--- src/pws_cfg.svh ---
`ifndef PWS_CFG_SVH
`define PWS_CFG_SVH

// array geometry of the wide organisation
`define PWS_ADDR_W 18
`define PWS_DATA_W 36
`define PWS_LANES 4

// edges between a command load and its data capture
`define PWS_WR_LAT 2

// depth of the buffer that decouples the bus from the array port
`define PWS_BUF_DEPTH 2

// active level of the two low chip selects and of the byte enables
`define PWS_ACT_LOW 1'h0

`endif

--- src/pws_pkg.sv ---
`include "pws_cfg.svh"

package pws_pkg;

    // command held in each pipeline stage between load and data
    typedef struct packed {
        logic valid;
        logic [`PWS_ADDR_W-1:0] addr;
        logic [`PWS_LANES-1:0] be;
    } pws_cmd_t;

    // one complete write handed to the array
    typedef struct packed {
        logic [`PWS_ADDR_W-1:0] addr;
        logic [`PWS_LANES-1:0] be;
        logic [`PWS_DATA_W-1:0] data;
    } pws_word_t;

    // whole state of the front end
    typedef struct packed {
        pws_cmd_t p1;
        pws_cmd_t p2;
        logic ovf;
    } pws_top_st_t;

    // whole state of the two-entry buffer
    typedef struct packed {
        logic [`PWS_BUF_DEPTH-1:0][$bits(pws_word_t)-1:0] ent;
        logic head;
        logic [1:0] cnt;
    } pws_buf_st_t;

endpackage

--- src/pws_wr_if.sv ---
`timescale 1ns/10ps

// valid/ready carrier for finished write words
interface pws_wr_if;
    logic valid;
    logic ready;
    pws_pkg::pws_word_t word;

    modport src (output valid, output word, input ready);
    modport snk (input valid, input word, output ready);
endinterface

--- src/pws_sram_wr.sv ---
`timescale 1ns/10ps
`include "pws_cfg.svh"

// write-side command pipeline of a pipelined synchronous sram
module pws_sram_wr (
    input wire logic mclk_i,
    input wire logic rst_b_i,
    input wire logic [`PWS_ADDR_W-1:0] addr_i,
    input wire logic read_write_select_i,
    input wire logic advance_or_load_select_i,
    input wire logic chip_select_low_a_i,
    input wire logic chip_select_polarity_pair_i,
    input wire logic chip_select_low_b_i,
    input wire logic [`PWS_LANES-1:0] byte_lane_write_enables_b_i,
    input wire logic [`PWS_DATA_W-1:0] dq_i,
    output logic [`PWS_DATA_W-1:0] dq_o,
    output logic dq_oe_b_o,
    output logic wr_valid_o,
    input wire logic wr_ready_i,
    output logic [`PWS_ADDR_W-1:0] wr_addr_o,
    output logic [`PWS_LANES-1:0] wr_be_o,
    output logic [`PWS_DATA_W-1:0] wr_data_o,
    output logic wr_overflow_o
);

    // chip counts as selected only with every enable at its active level
    function automatic logic chip_sel(input logic ce_a_b, input logic ce_hi, input logic ce_b_b);
        chip_sel = (ce_a_b == `PWS_ACT_LOW) && ce_hi && (ce_b_b == `PWS_ACT_LOW);
    endfunction

    pws_pkg::pws_top_st_t st_q;
    pws_pkg::pws_top_st_t st_d;
    logic [`PWS_LANES-1:0] be_act;
    logic sel;
    logic load;
    logic start;
    logic push;
    pws_pkg::pws_word_t push_word;

    pws_wr_if cap_if ();
    pws_wr_if out_if ();

    // per-lane conversion of the active-low byte enables
    genvar gi;
    generate
        for (gi = 0; gi < `PWS_LANES; gi++) begin : g_lane
            assign be_act[gi] = (byte_lane_write_enables_b_i[gi] == `PWS_ACT_LOW);
        end
    endgenerate

    // decode of the command sampled on this edge
    assign sel = chip_sel(chip_select_low_a_i, chip_select_polarity_pair_i, chip_select_low_b_i);
    assign load = !advance_or_load_select_i;
    assign start = load && sel && !read_write_select_i;

    // data for the command loaded two edges ago is on the pins now
    assign push = st_q.p2.valid;
    // one driver for the whole word: address and enables from the stage, data from the pins
    assign push_word = {st_q.p2.addr, st_q.p2.be, dq_i};

    assign cap_if.valid = push;
    assign cap_if.word = push_word;

    // pipeline advance; a deselect or read load only fills a bubble
    always_comb begin
        st_d = st_q;
        st_d.p1.valid = start;
        st_d.p1.addr = start ? addr_i : st_q.p1.addr;
        st_d.p1.be = start ? be_act : st_q.p1.be;
        st_d.p2 = st_q.p1;
        // the bus cannot be stalled, so a full buffer can only flag the loss
        if (push && !cap_if.ready) begin
            st_d.ovf = 1'h1;
        end
    end

    // state register; reset empties both stages and clears the loss flag
    always_ff @(posedge mclk_i) begin
        if (!rst_b_i) begin
            st_q <= '0;
        end else begin
            st_q <= st_d;
        end
    end

    pws_wbuf u_wbuf (
        .mclk_i(mclk_i),
        .rst_b_i(rst_b_i),
        .in_port(cap_if.snk),
        .out_port(out_if.src)
    );

    // array-side port
    assign wr_valid_o = out_if.valid;
    assign out_if.ready = wr_ready_i;
    assign wr_addr_o = out_if.word.addr;
    assign wr_be_o = out_if.word.be;
    assign wr_data_o = out_if.word.data;
    assign wr_overflow_o = st_q.ovf;

    // no read path here, so the data pins stay released at all times
    assign dq_o = '0;
    assign dq_oe_b_o = 1'h1;
endmodule

--- src/pws_wbuf.sv ---
`timescale 1ns/10ps

// two-entry buffer so an array stall loses no captured word until both entries are full
module pws_wbuf (
    input wire logic mclk_i,
    input wire logic rst_b_i,
    pws_wr_if.snk in_port,
    pws_wr_if.src out_port
);

    pws_pkg::pws_buf_st_t st_q;
    pws_pkg::pws_buf_st_t st_d;
    logic push;
    logic pop;
    logic widx;

    // handshakes straight from the fill count
    assign in_port.ready = (st_q.cnt != 2'h2);
    assign out_port.valid = (st_q.cnt != 2'h0);
    assign out_port.word = pws_pkg::pws_word_t'(st_q.ent[st_q.head]);
    assign push = in_port.valid && in_port.ready;
    assign pop = out_port.valid && out_port.ready;
    assign widx = st_q.head ^ (st_q.cnt == 2'h1);

    // next state: write at the head when empty, else behind it, advance head on pop
    always_comb begin
        st_d = st_q;
        if (push) begin
            st_d.ent[widx] = in_port.word;
        end
        if (pop) begin
            st_d.head = ~st_q.head;
        end
        case ({push, pop})
            2'h2: st_d.cnt = st_q.cnt + 2'h1;
            2'h1: st_d.cnt = st_q.cnt - 2'h1;
            default: st_d.cnt = st_q.cnt;
        endcase
    end

    always_ff @(posedge mclk_i) begin
        if (!rst_b_i) begin
            st_q <= '0;
        end else begin
            st_q <= st_d;
        end
    end
endmodule

--- config.mk ---
export PLATFORM = sky130hd
export DESIGN_NAME = pws_sram_wr
export DESIGN_NICKNAME = d
export VERILOG_FILES = /design/src/pws_pkg.sv /design/src/pws_wr_if.sv /design/src/pws_sram_wr.sv /design/src/pws_wbuf.sv
export VERILOG_INCLUDE_DIRS = /design/src
export SDC_FILE = /design/constraint.sdc
export NUM_CORES = 1
export LEC_CHECK = 0
export BUFFER_PORTS_ARGS = -buffer_cell sky130_fd_sc_hd__buf_2
export CAP_MARGIN = 20
export CORE_MARGIN = 1
export CORE_UTILIZATION = 49
export DETAILED_ROUTE_END_ITERATION = 10
export PLACE_DENSITY_LB_ADDON = 0.12
export SLEW_MARGIN = 25
export SYNTH_ARGS = -nofsm -noshare
export SYNTH_HDL_FRONTEND = slang
export SYNTH_HIERARCHICAL = 1
export SYNTH_SLANG_ARGS = --single-unit
--- constraint.sdc ---
create_clock -name mclk_i -period 1.6 [get_ports mclk_i]
set_input_delay 0.08 -clock mclk_i [delete_from_list [all_inputs] [get_ports mclk_i]]
set_output_delay 0.08 -clock mclk_i [all_outputs]
set_load 0.02 [all_outputs]
==> results by stage <==
Outcome:
- The flow ran to the end, but the final reports show violations.
- The final reports fail on negative setup slack.

CTS:
- The H-tree was split into 4 levels.
- The maximum clock path buffer count is 2.
- In this run the clock root is driven by a clkbuf_16.
- The later pin in the worst-skew pair is clocked with a latency of roughly 0.44 ns.
- The number of clock sinks seen by CTS is between 150 and 200.
- Counting the buffers created by CTS gives 17.
- The CTS tree is done.
- After clock tree synthesis, the clock-pin slew on the worst setup and hold paths is roughly 0.06 ns.

Die:
- The floorplan has 43 rows.
- The core footprint is between 10000 and 15000 µm².
- The die is around 120 µm tall.
- The area enclosed by the die boundary is approximately 15000 µm².
- The top-level I/O count is between 150 and 200.
- The die is about 120 µm wide.
- For this configuration, the core starts out at a cell density of 0.504.

Synth:
- The mean cell area of the mapped netlist is roughly 9.9 µm².
- The commonest register cell after synthesis is dfxtp_1.
- Counting every instance in the synthesized netlist gives ~700.
- The mapped cell area is 7030 µm².
- After synthesis the netlist holds a flip-flop and latch count of 166.
- The number of warnings printed during yosys synthesis is 6.
- The share of the Yosys chip area taken by registers is 0.473.
- Synthesis instantiated 25 different standard cells from the library.
- In the synthesized netlist the async set-or-reset flop fraction comes to 0.
- The number of flops mapped to enable cells by yosys is 0.

Critical path:
- STA puts the critical path data arrival time at ~1.6 ns.
- In this design, the stage delay of the slowest critical-path cell is 0.39 ns.
- The worst reg2reg path depth is 8.
- The sum of buffers and inverters on the critical path is 3.
- The critical path goes through buf_12 > buf_16 > mux2_2 > buf_6.
- At the worst endpoint, the required time is ~1.5 ns.
- STA classifies the critical path startpoint as a flip-flop.
- Broken down by cell family, the worst path's largest delay share belongs to buffers and inverters.
- The critical path crosses 4 cells after its start point.
- On the critical path, the stage with the largest delay is an instance of dfxtp_4.
- The worst setup path is captured at an output pin.
- Of all nets on the critical path, the largest fanout is 7.
- The critical path is of the flip-flop to output pin type.
- The worst register-to-register path begins at u_wbuf/st_q[2].
- In this run the worst setup path begins at u_wbuf/st_q[2].

GRT:
- Across every metal layer, demand over resource in global routing totals 0.204.
- The initial antenna violation count is 0.
- The total overflow left after global routing is 0.
- The largest net degree at the start of global routing is 90.
- The first global-routing pass estimated between 20000 and 25000 µm of wire.
- The via count of the first global-routing pass was between 5000 and 6000.

Timing:
- After layout, the minimum clock period comes to ~1.7 ns.
- The final hold violation count is 0.
- The headroom to the max-slew limit is 0.565.
- For the pin with the worst max-slew slack, the measured transition is around 0.65 ns.
- The final-report max-slew violation count is 0.
- Across all setup checks in the final design, the least slack found is -0.0699 ns.
- In the finished design, the share of the clock period the worst path needs comes to 1.04.
- Timing would allow up to 0.599 GHz.
- Setup repair after global routing could not meet its margin everywhere.
- The final count of negative-setup-slack endpoints is 35.
- The final clock skew is around 0.023 ns.
- After routing, the total negative slack on setup checks comes to -1.59 ns.

Cells and area:
- The layout net count is 971.
- After the flow finishes, the layout carries non-filler instances totaling roughly 1100.
- The library cell used most frequently in the layout, excluding fill and tap cells, is nand2_1.
- After routing the design area is approximately 9800 µm².
- The repair_antennas step left the layout with diodes totalling 0.
- In the layout the commonest cells are nand2_1 (211), dfxtp_1 (163), mux2i_1 (133).
- The fraction of layout cells with a size suffix above 1 is 0.293.
- Relative to the synthesized area, the layout overhead comes to 39.8%.

Routing:
- The violation count after the first detailed-route iteration is 229.
- The via density per instance is between 4 and 5.
- The count of unresolved DRC violations after routing is 0.
- For this block, the routed nets add up to 15800 µm of wire.
- The total vias in the final route is roughly 5200.
- The count of nets left with antenna violations once routing finished came out at 0.
- The first-pass iteration count of the detailed router is 4.
- The post-detailed-route wirelength per cell is ~14 µm.

Min path:
- The hold-critical path depth is 3.
- The min-delay analysis places its worst path in the category input port to flip-flop.
- The worst hold path begins at byte_lane_write_enables_b_i[3].

Placement:
- The routability congestion estimate from global placement is a little over 0.7.
- The detailed placer's ending HPWL is 8910 µm.
- In this run the tool buffered the top-level ports with ~130 buffer cells.
- After detailed placement, the design holds a cell count of roughly 1000.
- The placed standard-cell area is between 7000 and 8000 µm².

Run:
- The max-capacitance violation count is 0.

Power:
- VDD sags by at most 711 µV.
- In this run the power density over the cells is 868 nW/µm².
- Summed over all cells, the static leakage comes to about 4.5 nW.
[final timing paths]
path                      to  slack (ns)
min                  st_d[4]       0.006
max reg2reg  u_wbuf/st_q[92]        0.02
min reg2reg  cap_if.word[56]        0.43
max            wr_data_o[31]       -0.07
[cells by family (layout without fill, tap and decap cells)]
| family | after synthesis | count (layout) | share of synthesized area |
|---|---|---|---|
| XOR/XNOR | 4 | 4 | 0.00606 |
| AO/OA/AOI/OAI | 2 | 2 | 0.00178 |
| adder cells (fa/ha/maj) | 4 | 4 | 0.00712 |
| AND/OR/NAND/NOR | 231 | 231 | 0.133 |
| other | 2 | 37 | 0.00107 |
| flip-flops | 166 | 166 | 0.473 |
| buffers and inverters | 105 | 274 | 0.0871 |
| multiplexers | 196 | 196 | 0.291 |
[area by class of cell]
class	instances	area (µm²)
timing repair buffer	220	2190
fill	998	4110
clock inverter	9	75.1
multi-input combinational	474	3430
clock buffer	23	488
sequential	166	3330
inverter	22	82.6
tap	180	225
[worst register-to-register path: stages (launching register included)]
cell	delay (ns)
dfxtp_4	0.37
buf_12	0.16
buf_4	0.15
xnor2_4	0.14
nor2_4	0.15
buf_6	0.12
buf_12	0.11
buf_16	0.13
mux2i_1	0.17
[metal layers]
metal	global-route usage	wire, µm
met5	0	0
met4	0.0810	87
met3	0.0543	480
met2	0.339	7930
met1	0.249	7330
[stage by stage]
stage | power (mW) | setup slack (ns) | util | hold WS [ns]
after floorplan | 4.57 | 0.0843 | - | 0.222
after global placement | 4.63 | 0.0659 | 0.555 | 0.327
after detailed placement | 4.64 | -0.0447 | 0.555 | 0.338
after CTS | 8.59 | -0.105 | 0.653 | 0.00579
after global routing | 8.85 | -0.126 | 0.705 | 0.0307
final | 8.53 | -0.0699 | 0.705 | 0.00642
[Yosys cell counts (4+ instances only)]
cell type    n  area share
mux2i_1    134        0.19
clkbuf_1    19       0.010
nor2b_1      6      0.0053
inv_1       22       0.012
nand2_1    211        0.11
buf_6        5      0.0080
mux2_2      61       0.098
ha_1         4      0.0071
buf_2       18       0.013
dfxtp_1    166        0.47
and2_1       9      0.0080
buf_4       39       0.042
[power breakdown]
group / total, mW / switching (mW) / internal [mW]
sequential: 4.15 / 0.00623 / 4.15
clock: 3.84 / 1.55 / 2.29
combinational: 0.533 / 0.288 / 0.245
total: 8.53 / 1.85 / 6.68
[registers in the layout (all words and copies together), names as in the netlist]
signal and cells:
u_wbuf/st_q 119, st_d 23, cap_if.word 22, cap_if.valid 1, wr_overflow_o 1
[what timing repair did]
| item | 4_1_cts | 5_1_grt |
|---|---|---|
| resized for setup | 22 | 135 |
| setup buffers | 5 | 4 |
| endpoints found under the hold margin | 91 | 1 |
| hold buffers | 55 | 1 |
| gates cloned | 4 | 9 |
| pin swaps | 1 | 2 |
| endpoints found under the setup margin | 93 | 107 |
(Power assumes the default switching activity.)
